### config.mk
export PLATFORM = sky130hd
export DESIGN_NAME = tseq_top
export DESIGN_NICKNAME = d
export VERILOG_FILES = /design/src/shared/tseq_pkg.sv /design/src/shared/tseq_res_if.sv /design/src/hdl/tseq_top.sv /design/src/hdl/tseq_qual.sv
export VERILOG_INCLUDE_DIRS = /design/src /design/src/shared
export SDC_FILE = /design/constraint.sdc
export NUM_CORES = 2
export LEC_CHECK = 0
export BUFFER_PORTS_ARGS = -buffer_cell sky130_fd_sc_hd__buf_4
export CORE_MARGIN = 1
export CORE_UTILIZATION = 25
export DETAILED_ROUTE_END_ITERATION = 8
export GPL_TIMING_DRIVEN = 0
export PLACE_DENSITY = 0.41
export SLEW_MARGIN = 15
export SYNTH_ARGS = -nofsm -noshare
export SYNTH_HDL_FRONTEND = slang
export SYNTH_SLANG_ARGS = --single-unit
### constraint.sdc
create_clock -name i_mclk -period 50.6 [get_ports i_mclk]
set_input_delay 10.12 -clock i_mclk [delete_from_list [all_inputs] [get_ports i_mclk]]
set_output_delay 10.12 -clock i_mclk [all_outputs]
set_load 0.1 [all_outputs]
### src/shared/tseq_defines.svh
// Constants of the trace sequencer: register offsets and bit fields.
// Assumes a 32-bit classic Wishbone slave with byte addresses.
// Operation
// - Simple mode chains one to five terms; leaving the last by primary branch triggers.
// - Complex mode always holds exactly eight terms.
// - Complex trigger term is any but the first; entering it triggers.
// - Complex qualifiers use eight pattern comparators and one range comparator.
// - Patterns form two sets combined by a set operator.
// - Reset or initialisation selects the simple configuration.
// - In timing mode the negated arm form is refused.
// - Arm condition feeds qualifiers only in complex mode.
// - Option bits choose which trigger line the analyzer drives on trigger.
// - Each trigger line can connect to the rear coaxial connector.
// - Each trigger line can connect to the measurement bus trigger.
// - Either trigger line can optionally break execution into the monitor.
// - Secondary branch restarts in simple mode, branches per term in complex.
// - Every term has a programmable primary branch condition.
// - A prestore qualifier marks states captured ahead of stored ones.
// - Only states meeting the storage qualifier are written to trace memory.
// - Negated arm: line high at start never arms, else arms at once.
// - Reset or initialisation sets the arm condition to always armed.
`ifndef TSEQ_DEFINES_SVH
`define TSEQ_DEFINES_SVH
`define TSEQ_A_CTRL  8'h00
`define TSEQ_A_ARM   8'h04
`define TSEQ_A_XTRIG 8'h08
`define TSEQ_A_STAT  8'h0C
`define TSEQ_A_RANGE 8'h10
`define TSEQ_A_STO   8'h14
`define TSEQ_A_PRE   8'h18
`define TSEQ_A_PAT   3'h1
`define TSEQ_A_PRI   3'h2
`define TSEQ_A_SEC   3'h3
`define TSEQ_NPAT    8
`define TSEQ_C_CX    0
`define TSEQ_C_START 1
`define TSEQ_C_STOP  2
`define TSEQ_C_INIT  3
`define TSEQ_C_TIME  4
`define TSEQ_C_TRG   7:5
`define TSEQ_C_CNT   10:8
`define TSEQ_CTRL_RST 32'h0000_0120
`define TSEQ_STO_RST  32'h0010_0000
`define TSEQ_X_TG_A  0
`define TSEQ_X_TG_B  1
`define TSEQ_X_BNC_A 2
`define TSEQ_X_BNC_B 3
`define TSEQ_X_CMB_A 4
`define TSEQ_X_CMB_B 5
`define TSEQ_X_BRK_A 6
`define TSEQ_X_BRK_B 7
`define TSEQ_Q_SETA  7:0
`define TSEQ_Q_SETB  15:8
`define TSEQ_Q_OP    17:16
`define TSEQ_Q_RNG   18
`define TSEQ_Q_ARM   19
`define TSEQ_Q_ANY   20
`define TSEQ_Q_TGT   26:24
`define TSEQ_P_VAL   15:0
`define TSEQ_P_CARE  31:16
`define TSEQ_R_LO    15:0
`define TSEQ_R_HI    31:16
`endif

### src/shared/tseq_pkg.sv
// Types of the trace sequencer.
// Assumes nothing beyond a SystemVerilog compiler.
`default_nettype none
package tseq_pkg;
  typedef logic [31:0] tseq_word_t;
  typedef logic [2:0]  tseq_term_t;
  typedef enum logic [2:0] {
    TSEQ_ARM_ALWAYS = 3'b000,
    TSEQ_ARM_EQ_A   = 3'b001,
    TSEQ_ARM_EQ_B   = 3'b010,
    TSEQ_ARM_NE_A   = 3'b011,
    TSEQ_ARM_NE_B   = 3'b100
  } tseq_arm_e;
  typedef enum logic [1:0] {
    TSEQ_IDLE = 2'b00,
    TSEQ_RUN  = 2'b01,
    TSEQ_DONE = 2'b10
  } tseq_run_e;
  typedef enum logic [1:0] {
    TSEQ_OP_A     = 2'b00,
    TSEQ_OP_OR    = 2'b01,
    TSEQ_OP_AND   = 2'b10,
    TSEQ_OP_ANDN  = 2'b11
  } tseq_op_e;
endpackage : tseq_pkg
`default_nettype wire

### src/shared/tseq_res_if.sv
// Comparator results shared by all qualifier evaluators.
// Assumes the defines header is on the include path.
`include "tseq_defines.svh"
`default_nettype none
interface tseq_res_if;
  logic [`TSEQ_NPAT-1:0] pat_hit;
  logic                  rng_hit;
  logic                  arm_ok;
  modport src  (output pat_hit, output rng_hit, output arm_ok);
  modport qual (input pat_hit, input rng_hit, input arm_ok);
endinterface : tseq_res_if
`default_nettype wire

### src/hdl/tseq_top.sv
// Trace sequencer with arm logic, trigger lines and Wishbone registers.
// Assumes bus state inputs synchronous to i_mclk; i_bus_valid marks a
// qualified analyzer clock.
`include "tseq_defines.svh"
`default_nettype none
module tseq_top #(
  parameter int SIMPLE_MAX = 5,  // Most terms in simple mode
  parameter int NTERM      = 8   // Terms in complex mode
) (
  input  wire logic        i_mclk,       // Clock, 10 MHz
  input  wire logic        i_rst,        // Async reset, high
  input  wire logic        i_wb_cyc,     // Wishbone cycle
  input  wire logic        i_wb_stb,     // Wishbone strobe
  input  wire logic        i_wb_we,      // Wishbone write
  input  wire logic [7:0]  i_wb_adr,     // Byte address
  input  wire logic [3:0]  i_wb_sel,     // Byte enables
  input  wire logic [31:0] i_wb_dat,     // Write data
  output logic      [31:0] o_wb_dat,     // Read data
  output logic             o_wb_ack,     // Acknowledge
  input  wire logic [15:0] i_bus_state,  // Processor bus state
  input  wire logic        i_bus_valid,  // Qualified analyzer clock
  input  wire logic        i_bnc_trig,   // Coaxial trigger in
  input  wire logic        i_cmb_trig,   // Measurement bus trigger in
  output logic             o_bnc_trig,   // Coaxial trigger out
  output logic             o_cmb_trig,   // Measurement bus trigger out
  output logic             o_cross_trigger_a, // Line A level
  output logic             o_cross_trigger_b, // Line B level
  output logic             o_break,      // Break to monitor
  output logic             o_store,      // Store this state
  output logic             o_prestore,   // Prestore this state
  output logic             o_trigger     // Trigger found
);
  tseq_pkg::tseq_word_t pat_q [`TSEQ_NPAT];
  tseq_pkg::tseq_word_t pri_q [NTERM];
  tseq_pkg::tseq_word_t sec_q [NTERM];
  tseq_pkg::tseq_word_t ctrl_q;
  tseq_pkg::tseq_word_t rng_q;
  tseq_pkg::tseq_word_t sto_q;
  tseq_pkg::tseq_word_t pre_q;
  tseq_pkg::tseq_word_t rd_d;
  tseq_pkg::tseq_word_t bm;
  tseq_pkg::tseq_word_t wv;
  tseq_pkg::tseq_arm_e  arm_q;
  tseq_pkg::tseq_arm_e  arm_w;
  tseq_pkg::tseq_run_e  run_q;
  tseq_pkg::tseq_term_t term_q;
  tseq_pkg::tseq_term_t nxt;
  tseq_pkg::tseq_term_t last;
  tseq_pkg::tseq_term_t trg_term;
  logic [7:0]       xt_q;
  logic [NTERM-1:0] pri_hit;
  logic [NTERM-1:0] sec_hit;
  logic sto_hit;
  logic pre_hit;
  logic cfg_cx;
  logic ack_q;
  logic arm_err_q;
  logic armed_q;
  logic trig_q;
  logic start_q;
  logic stop_q;
  logic step;
  logic take;
  logic fire;
  logic wr;
  logic line_a;
  logic line_b;
  logic drv_a;
  logic drv_b;

  tseq_res_if u_res ();

  //////////////////////////////////////////////////////////////////////
  // Bus slave

  // Write lands on the edge where the master sees ack
  assign wr  = i_wb_cyc & i_wb_stb & i_wb_we & ack_q;
  assign bm  = {{8{i_wb_sel[3]}}, {8{i_wb_sel[2]}},
                {8{i_wb_sel[1]}}, {8{i_wb_sel[0]}}};
  assign wv  = i_wb_dat & bm;
  assign cfg_cx   = ctrl_q[`TSEQ_C_CX];
  assign trg_term = ctrl_q[`TSEQ_C_TRG];
  assign last     = ctrl_q[`TSEQ_C_CNT] - 3'h1;

  // Ack one cycle after the strobe, dropped the cycle after
  always_ff @(posedge i_mclk or posedge i_rst) begin
    if (i_rst) begin
      ack_q    <= 1'b0;
      o_wb_ack <= 1'b0;
      o_wb_dat <= 32'h0000_0000;
    end else begin
      ack_q    <= i_wb_cyc & i_wb_stb & ~ack_q;
      o_wb_ack <= i_wb_cyc & i_wb_stb & ~ack_q;
      if (i_wb_cyc & i_wb_stb & ~ack_q) begin
        o_wb_dat <= rd_d;
      end
    end
  end

  // Read mux; unmapped offsets read zero
  always_comb begin
    rd_d = 32'h0000_0000;
    unique case (i_wb_adr[7:5])
      `TSEQ_A_PAT: rd_d = pat_q[i_wb_adr[4:2]];
      `TSEQ_A_PRI: rd_d = pri_q[i_wb_adr[4:2]];
      `TSEQ_A_SEC: rd_d = sec_q[i_wb_adr[4:2]];
      3'h0: begin
        unique case (i_wb_adr)
          `TSEQ_A_CTRL:  rd_d = ctrl_q;
          `TSEQ_A_ARM:   rd_d = {29'h0, arm_q};
          `TSEQ_A_XTRIG: rd_d = {24'h0, xt_q};
          `TSEQ_A_STAT:  rd_d = {24'h0, cfg_cx, arm_err_q, run_q == tseq_pkg::TSEQ_RUN,
                                 trig_q, armed_q, term_q};
          `TSEQ_A_RANGE: rd_d = rng_q;
          `TSEQ_A_STO:   rd_d = sto_q;
          `TSEQ_A_PRE:   rd_d = pre_q;
          default:       rd_d = 32'h0000_0000;
        endcase
      end
      default: rd_d = 32'h0000_0000;
    endcase
  end

  //////////////////////////////////////////////////////////////////////
  // Configuration registers

  // Control; init restores simple mode, start and stop are pulses
  always_ff @(posedge i_mclk or posedge i_rst) begin
    if (i_rst) begin
      ctrl_q  <= `TSEQ_CTRL_RST;
      start_q <= 1'b0;
      stop_q  <= 1'b0;
    end else begin
      start_q <= 1'b0;
      stop_q  <= 1'b0;
      if (wr && i_wb_adr == `TSEQ_A_CTRL) begin
        if (wv[`TSEQ_C_INIT]) begin
          ctrl_q <= `TSEQ_CTRL_RST;
        end else begin
          ctrl_q <= (ctrl_q & ~bm) | wv;
          // Term 0 may never be the trigger term
          if ((ctrl_q[`TSEQ_C_TRG] & ~bm[`TSEQ_C_TRG] | wv[`TSEQ_C_TRG]) == 3'h0) begin
            ctrl_q[`TSEQ_C_TRG] <= 3'h1;
          end
          // Simple chain clamped to one..five terms
          if ((wv[`TSEQ_C_CNT] == 3'h0) && bm[8]) begin
            ctrl_q[`TSEQ_C_CNT] <= 3'h1;
          end else if ((wv[`TSEQ_C_CNT] > 3'(SIMPLE_MAX)) && bm[8]) begin
            ctrl_q[`TSEQ_C_CNT] <= 3'(SIMPLE_MAX);
          end
          start_q <= wv[`TSEQ_C_START];
          stop_q  <= wv[`TSEQ_C_STOP];
        end
      end
    end
  end

  // Arm condition; negated forms refused in timing mode
  assign arm_w = tseq_pkg::tseq_arm_e'(wv[2:0]);
  always_ff @(posedge i_mclk or posedge i_rst) begin
    if (i_rst) begin
      arm_q     <= tseq_pkg::TSEQ_ARM_ALWAYS;
      arm_err_q <= 1'b0;
    end else if (wr && i_wb_adr == `TSEQ_A_CTRL && wv[`TSEQ_C_INIT]) begin
      arm_q     <= tseq_pkg::TSEQ_ARM_ALWAYS;
      arm_err_q <= 1'b0;
    end else if (wr && i_wb_adr == `TSEQ_A_ARM && i_wb_sel[0]) begin
      if (wv[2:0] > 3'h4 || (ctrl_q[`TSEQ_C_TIME] &&
          (arm_w == tseq_pkg::TSEQ_ARM_NE_A || arm_w == tseq_pkg::TSEQ_ARM_NE_B))) begin
        arm_err_q <= 1'b1;
      end else begin
        arm_q     <= arm_w;
        arm_err_q <= 1'b0;
      end
    end
  end

  // Trigger line routing options
  always_ff @(posedge i_mclk or posedge i_rst) begin
    if (i_rst) begin
      xt_q <= 8'h00;
    end else if (wr && i_wb_adr == `TSEQ_A_XTRIG && i_wb_sel[0]) begin
      xt_q <= wv[7:0];
    end
  end

  // Range, storage and prestore qualifiers
  always_ff @(posedge i_mclk or posedge i_rst) begin
    if (i_rst) begin
      rng_q <= 32'h0000_0000;
      sto_q <= `TSEQ_STO_RST; // Store every state until told otherwise
      pre_q <= 32'h0000_0000;
    end else if (wr) begin
      if (i_wb_adr == `TSEQ_A_RANGE) rng_q <= (rng_q & ~bm) | wv;
      if (i_wb_adr == `TSEQ_A_STO)   sto_q <= (sto_q & ~bm) | wv;
      if (i_wb_adr == `TSEQ_A_PRE)   pre_q <= (pre_q & ~bm) | wv;
    end
  end

  //////////////////////////////////////////////////////////////////////
  // Comparators and per-term qualifiers

  // Range compare, inclusive bounds
  assign u_res.rng_hit = i_bus_state >= rng_q[`TSEQ_R_LO]
                       && i_bus_state <= rng_q[`TSEQ_R_HI];
  // Arm is an operand only in complex mode
  assign u_res.arm_ok  = armed_q & cfg_cx;

  genvar gi;
  generate
    for (gi = 0; gi < `TSEQ_NPAT; gi++) begin : g_pat
      always_ff @(posedge i_mclk or posedge i_rst) begin
        if (i_rst) begin
          pat_q[gi] <= 32'h0000_0000;
        end else if (wr && i_wb_adr[7:5] == `TSEQ_A_PAT && i_wb_adr[4:2] == 3'(gi)) begin
          pat_q[gi] <= (pat_q[gi] & ~bm) | wv;
        end
      end
      // Masked equality; clear care bits match anything
      assign u_res.pat_hit[gi] = ((i_bus_state ^ pat_q[gi][`TSEQ_P_VAL])
                                 & pat_q[gi][`TSEQ_P_CARE]) == 16'h0000;
    end
    for (gi = 0; gi < NTERM; gi++) begin : g_term
      always_ff @(posedge i_mclk or posedge i_rst) begin
        if (i_rst) begin
          pri_q[gi] <= 32'h0000_0000;
          sec_q[gi] <= 32'h0000_0000;
        end else if (wr && i_wb_adr[4:2] == 3'(gi)) begin
          if (i_wb_adr[7:5] == `TSEQ_A_PRI) pri_q[gi] <= (pri_q[gi] & ~bm) | wv;
          if (i_wb_adr[7:5] == `TSEQ_A_SEC) sec_q[gi] <= (sec_q[gi] & ~bm) | wv;
        end
      end
      tseq_qual u_pri (.i_cx(cfg_cx), .i_q(pri_q[gi]), .res(u_res.qual), .o_hit(pri_hit[gi]));
      tseq_qual u_sec (.i_cx(cfg_cx), .i_q(sec_q[gi]), .res(u_res.qual), .o_hit(sec_hit[gi]));
    end
  endgenerate

  tseq_qual u_sto (.i_cx(cfg_cx), .i_q(sto_q), .res(u_res.qual), .o_hit(sto_hit));
  tseq_qual u_pre (.i_cx(cfg_cx), .i_q(pre_q), .res(u_res.qual), .o_hit(pre_hit));

  //////////////////////////////////////////////////////////////////////
  // Sequencer

  // Next term; primary branch checked first
  always_comb begin
    step = (run_q == tseq_pkg::TSEQ_RUN) && i_bus_valid && armed_q;
    take = 1'b0;
    fire = 1'b0;
    nxt  = term_q;
    if (step && pri_hit[term_q]) begin
      take = 1'b1;
      if (cfg_cx) begin
        nxt = pri_q[term_q][`TSEQ_Q_TGT];
      end else if (term_q == last) begin
        fire = 1'b1;
      end else begin
        nxt = term_q + 3'h1;
      end
    end else if (step && sec_hit[term_q]) begin
      take = 1'b1;
      // Restart in simple mode, free target in complex
      nxt = cfg_cx ? sec_q[term_q][`TSEQ_Q_TGT] : 3'h0;
    end
    if (take && cfg_cx && nxt == trg_term) begin
      fire = 1'b1;
    end
  end

  // Term and run state; frozen after trigger
  always_ff @(posedge i_mclk or posedge i_rst) begin
    if (i_rst) begin
      run_q  <= tseq_pkg::TSEQ_IDLE;
      term_q <= 3'h0;
      trig_q <= 1'b0;
    end else if (start_q) begin
      run_q  <= tseq_pkg::TSEQ_RUN;
      term_q <= 3'h0;
      trig_q <= 1'b0;
    end else begin
      unique case (run_q)
        tseq_pkg::TSEQ_IDLE: ;
        tseq_pkg::TSEQ_RUN: begin
          if (stop_q) begin
            run_q <= tseq_pkg::TSEQ_IDLE;
          end else if (take) begin
            term_q <= nxt;
            if (fire) begin
              trig_q <= 1'b1;
              run_q  <= tseq_pkg::TSEQ_DONE;
            end
          end
        end
        tseq_pkg::TSEQ_DONE: if (stop_q) run_q <= tseq_pkg::TSEQ_IDLE;
        default: run_q <= tseq_pkg::TSEQ_IDLE;
      endcase
    end
  end

  // Arming; negated forms decided once, at start
  always_ff @(posedge i_mclk or posedge i_rst) begin
    if (i_rst) begin
      armed_q <= 1'b0;
    end else if (start_q) begin
      unique case (arm_q)
        tseq_pkg::TSEQ_ARM_ALWAYS: armed_q <= 1'b1;
        tseq_pkg::TSEQ_ARM_EQ_A:   armed_q <= line_a;
        tseq_pkg::TSEQ_ARM_EQ_B:   armed_q <= line_b;
        tseq_pkg::TSEQ_ARM_NE_A:   armed_q <= ~line_a;
        tseq_pkg::TSEQ_ARM_NE_B:   armed_q <= ~line_b;
        default:                   armed_q <= 1'b1;
      endcase
    end else if (run_q == tseq_pkg::TSEQ_RUN) begin
      if ((arm_q == tseq_pkg::TSEQ_ARM_EQ_A && line_a)
          || (arm_q == tseq_pkg::TSEQ_ARM_EQ_B && line_b)) begin
        armed_q <= 1'b1;
      end
    end
  end

  //////////////////////////////////////////////////////////////////////
  // Trigger lines and outputs

  // Our own drive kept apart so the coax echo cannot latch
  assign drv_a  = trig_q & xt_q[`TSEQ_X_TG_A];
  assign drv_b  = trig_q & xt_q[`TSEQ_X_TG_B];
  assign line_a = drv_a | (i_bnc_trig & xt_q[`TSEQ_X_BNC_A])
                | (i_cmb_trig & xt_q[`TSEQ_X_CMB_A]);
  assign line_b = drv_b | (i_bnc_trig & xt_q[`TSEQ_X_BNC_B])
                | (i_cmb_trig & xt_q[`TSEQ_X_CMB_B]);

  always_ff @(posedge i_mclk or posedge i_rst) begin
    if (i_rst) begin
      o_cross_trigger_a <= 1'b0;
      o_cross_trigger_b <= 1'b0;
      o_bnc_trig        <= 1'b0;
      o_cmb_trig        <= 1'b0;
      o_break           <= 1'b0;
      o_store           <= 1'b0;
      o_prestore        <= 1'b0;
      o_trigger         <= 1'b0;
    end else begin
      o_cross_trigger_a <= line_a;
      o_cross_trigger_b <= line_b;
      o_bnc_trig <= (drv_a & xt_q[`TSEQ_X_BNC_A]) | (drv_b & xt_q[`TSEQ_X_BNC_B]);
      o_cmb_trig <= (drv_a & xt_q[`TSEQ_X_CMB_A]) | (drv_b & xt_q[`TSEQ_X_CMB_B]);
      o_break    <= (line_a & xt_q[`TSEQ_X_BRK_A]) | (line_b & xt_q[`TSEQ_X_BRK_B]);
      o_store    <= (run_q != tseq_pkg::TSEQ_IDLE) && i_bus_valid && sto_hit;
      o_prestore <= (run_q != tseq_pkg::TSEQ_IDLE) && i_bus_valid && pre_hit
                    && !sto_hit;
      o_trigger  <= trig_q;
    end
  end
endmodule : tseq_top
`default_nettype wire

### src/hdl/tseq_qual.sv
// One qualifier evaluator: pattern sets, range and arm into one hit.
// Assumes comparator results are already valid for the current state.
`include "tseq_defines.svh"
`default_nettype none
module tseq_qual (
  input  wire logic               i_cx,   // Complex configuration
  input  wire tseq_pkg::tseq_word_t i_q,  // Qualifier word
  tseq_res_if.qual                res,    // Comparator results
  output logic                    o_hit   // Qualifier true
);
  logic a;
  logic b;
  logic s;

  // Set results and set operator
  always_comb begin
    a = |(i_q[`TSEQ_Q_SETA] & res.pat_hit);
    b = |(i_q[`TSEQ_Q_SETB] & res.pat_hit);
    unique case (tseq_pkg::tseq_op_e'(i_q[`TSEQ_Q_OP]))
      tseq_pkg::TSEQ_OP_A:    s = a;
      tseq_pkg::TSEQ_OP_OR:   s = a | b;
      tseq_pkg::TSEQ_OP_AND:  s = a & b;
      tseq_pkg::TSEQ_OP_ANDN: s = a & ~b;
    endcase
    // Simple mode sees only set A, no range and no arm
    if (i_cx) begin
      o_hit = s | (i_q[`TSEQ_Q_RNG] & res.rng_hit)
            | (i_q[`TSEQ_Q_ARM] & res.arm_ok) | i_q[`TSEQ_Q_ANY];
    end else begin
      o_hit = a | i_q[`TSEQ_Q_ANY];
    end
  end
endmodule : tseq_qual
`default_nettype wire

==> summary.md <==
| Metric | Value |
|---|---|
| Mux contribution to synthesized area | `30.0%` |
| Max-slew violations | `0` |
| Final Hold Viols | `0` |
| Nets | `~4200` |
| Top cells by area, synth | `dfrtp_1 (48%), mux2_2 (19%), mux4_2 (9.3%)` |
| Top_reg_cell synth | `dfrtp_1` |
| Hold Crit Class | `flop to flop` |
| H-Tree Depth | `3` |
| Slew headroom | `5.54%` |
| EDFF count, synth | `0` |
| # Max-Cap Violations | `0` |
| Max Freq | `64.8 MHz` |
| IO Count | `between 100 and 150` |
| Number of unique standard cell types used by synthesis | `87` |
| # setup viols final | `0` |
| Register area share after synthesis | `48.5%` |
| Largest net degree at the start of global routing | `roughly 100` |
| Post_cts resized | `0` |
| Footprint of the multi-input gates | `approximately 24000 sq um` |
| Post-route design area | `roughly 58000 sq um` |
| Global placement routability congestion | `0.977` |
| DIE WIDTH | `447 microns` |
| Hold bufs inserted after CTS | `0` |
| Dpl cells | `6595` |
| Core Box Area | `196000 sq um` |
| Startpoint types | `input port` |
| Port buffer count | `roughly 70` |
| Routed WL | `265 mm` |
| Clock share of power | `roughly 48%` |
| Cells after synthesis | `3871` |
| CP arrival | `16.04 ns` |
| Cell leakage power | `26.6 nW` |
| Status | `complete, no violations` |
| RSZ-0062 raised after global routing | `false` |
| Sw Ratio | `between 20 and 30%` |
| Cell with the most instances after synthesis | `dfrtp_1` |
| Grt ovf | `0` |
| Worst VDD drop | `29.8 uV` |
| Largest family of logic cells by synthesized area | `multiplexers` |
| Critical Path RT | `51.20 ns` |
| Post-DP HPWL | `200 mm` |
| Area Growth Syn to Fin | `17.0%` |
| Die area | `199000 sq um` |
| Worst Setup End Kind | `flop` |
| Routed Antenna Nets | `0` |
| Post-CTS Setup Bufs | `0` |
| Crit Path Category | `input port to flop` |
| Drt first pass iters | `6` |
| Syn Area/Cell | `12.8 sq um` |
| Post-synth top area cell | `dfrtp_1` |
| Net Count, Synth | `3973` |
| Synth cell count leaders | `dfrtp_1 (955), mux2_2 (842), nand2_1 (296)` |
| Layout cell share with drive strength beyond 1 | `35.8%` |
| Crit-path max FO | `10` |
| Initial Utilization | `25.3%` |
| Vias | `38000` |
| Worst Tran Pin Value | `around 1.4 ns` |
| Root buffer cell | `clkbuf_16` |
| FFs w/ async S/R, synth | `100%` |
| Netlist Area Pre-Place | `49400 sq um` |
| Pwr dens | `between 30 and 40 nW/um^2` |
| Register clock-pin slew on the reported worst setup and hold paths | `0.06 ns` |
| Pint | `1.29 mW` |
| TritonCTS clock tree | `yes` |
| Initial antenna violation count | `19` |
| Remaining DRCs | `0` |
| Fillcell total | `~20000` |
| Register area | `24000 sq um` |
| Seq pwr share | `43.6%` |
| Simple-gate share of the synthesized area | `under 10%` |
| Fin cells | `roughly 6800` |
| GRT Util Overall | `about a quarter` |
| Power Total | `1.78 mW` |
| Initial DRC count | `4559` |
| Post-DP Area | `54000 sq um` |
| Vias in the first global route | `between 30000 and 40000` |
| CTS Buffer Depth | `3` |
| Final worst path period need | `15.44 ns` |
| Vias/cell | `5.57` |
| Switching Power | `0.491 mW` |
| First-pass GRT wire length | `352 mm` |
| Post-synthesis compound-gate area fraction | `8.92%` |
| Post-Synth Adder-Cell Area | `less than 1%` |
| Comb power frac | `8.8%` |
| Tcrit/Tclk final | `30.5%` |
| Row count | `162` |
| Post-synth top area share | `48.4%` |
| Wire length per cell | `about 39 microns` |
| Post-Synth XOR/XNOR Area | `2.50%` |
| Hold Slack | `0.476 ns` |
| Yosys reg bits | `958` |
| Sink Count | `958` |
| Die H | `447 microns` |
| Num CTS Buffers | `between 100 and 150` |
| Final Skew | `0.0414 ns` |
| Insertion delay to the later sink of the worst-skew pair | `between 0.7 and 0.8 ns` |
| Yosys warning total | `0` |
[per-layer routing]
metal	share of wire, %	vias to the layer above	track usage [%]
li1	-	15000	-
met1	42	20500	34.7
met2	44	1967	39.7
met3	8.4	516	6.54
met4	6.3	10	13.8
met5	0.040	-	0
[per-stage QoR]
| stage | setup slack (ns) | setup TNS, ns | util, % |
|---|---|---|---|
| 6_report | 35.16 | 0 | 29.6 |
| 5_1_grt | 35.32 | 0 | 29.6 |
| 4_1_cts | 35.54 | 0 | 29.5 |
| 2_1_floorplan | 13.54 | 0 | - |
| 3_5_place_dp | 34.72 | 0 | 27.6 |
| 3_3_place_gp | -0.496 | -308.80 | 27.2 |
[placed cells by master, fill, tap and decap left out, types with 105 or more instances in the layout]
cell,count
dfrtp_1,955
mux2_2,842
nand2_1,296
a22oi_1,239
mux4_2,204
clkbuf_1,157
xor2_1,134
clkbuf_16,117
nor2_1,105
[final timing paths]
path                       cells past startpoint  slack (ns)       startpoint            to
setup / recovery                              16       35.16  i_bus_state[13]     term_q[2]
hold / removal                                 1        0.48     o_wb_dat[29]  o_wb_dat[29]
setup reg to reg                              14       44.47             flop     term_q[2]
hold reg to reg                                1        0.48     o_wb_dat[29]  o_wb_dat[29]
max in group asynchronous                      6       38.80            i_rst    o_prestore
min in group asynchronous                      2        9.42            i_rst     async pin
[power groups by stage]
stage	Combinational, mW	Sequential, mW	Clock, mW
2_1_floorplan	0.0626	0.797	0
6_report	0.157	0.776	0.848
4_1_cts	0.154	0.776	0.858
3_5_place_dp	0.154	0.790	0
3_3_place_gp	0.148	0.792	0
5_1_grt	0.159	0.776	0.886
[critical path: stages]
cell     delay [ns]
buf_4          0.16
buf_6          0.18
xor2_1         0.15
a22oi_1        0.60
nand4_2        0.30
nor2_2         0.97
buf_2          0.54
a22oi_1        0.17
nand4_1        0.39
mux2_2         0.39
o31ai_1        0.26
a41oi_1        0.15
a22oi_2        0.53
nor2_1         0.18
o41ai_1        0.62
o32ai_1        0.27
[final cells by class]
type	count	area share, %
tap	2624	5.68
timing repair buffer	101	2.15
antenna	9	0.0389
clock buffer	174	5.92
inverter	102	0.675
sequential	958	41.5
clock inverter	37	0.580
multi-input combinational	2541	41.2
buffer	270	2.24
[kinds of logic after synthesis]
kind of cell / count (synthesis)
muxes: 1119
DFF: 958
and+or+nand+nor: 635
AOI/OAI and AO/OA: 612
buffers and inverters: 372
xor gates and xnor gates: 141
adders and majority gates: 34
No activity file was read; power rests on OpenSTA's default activity.
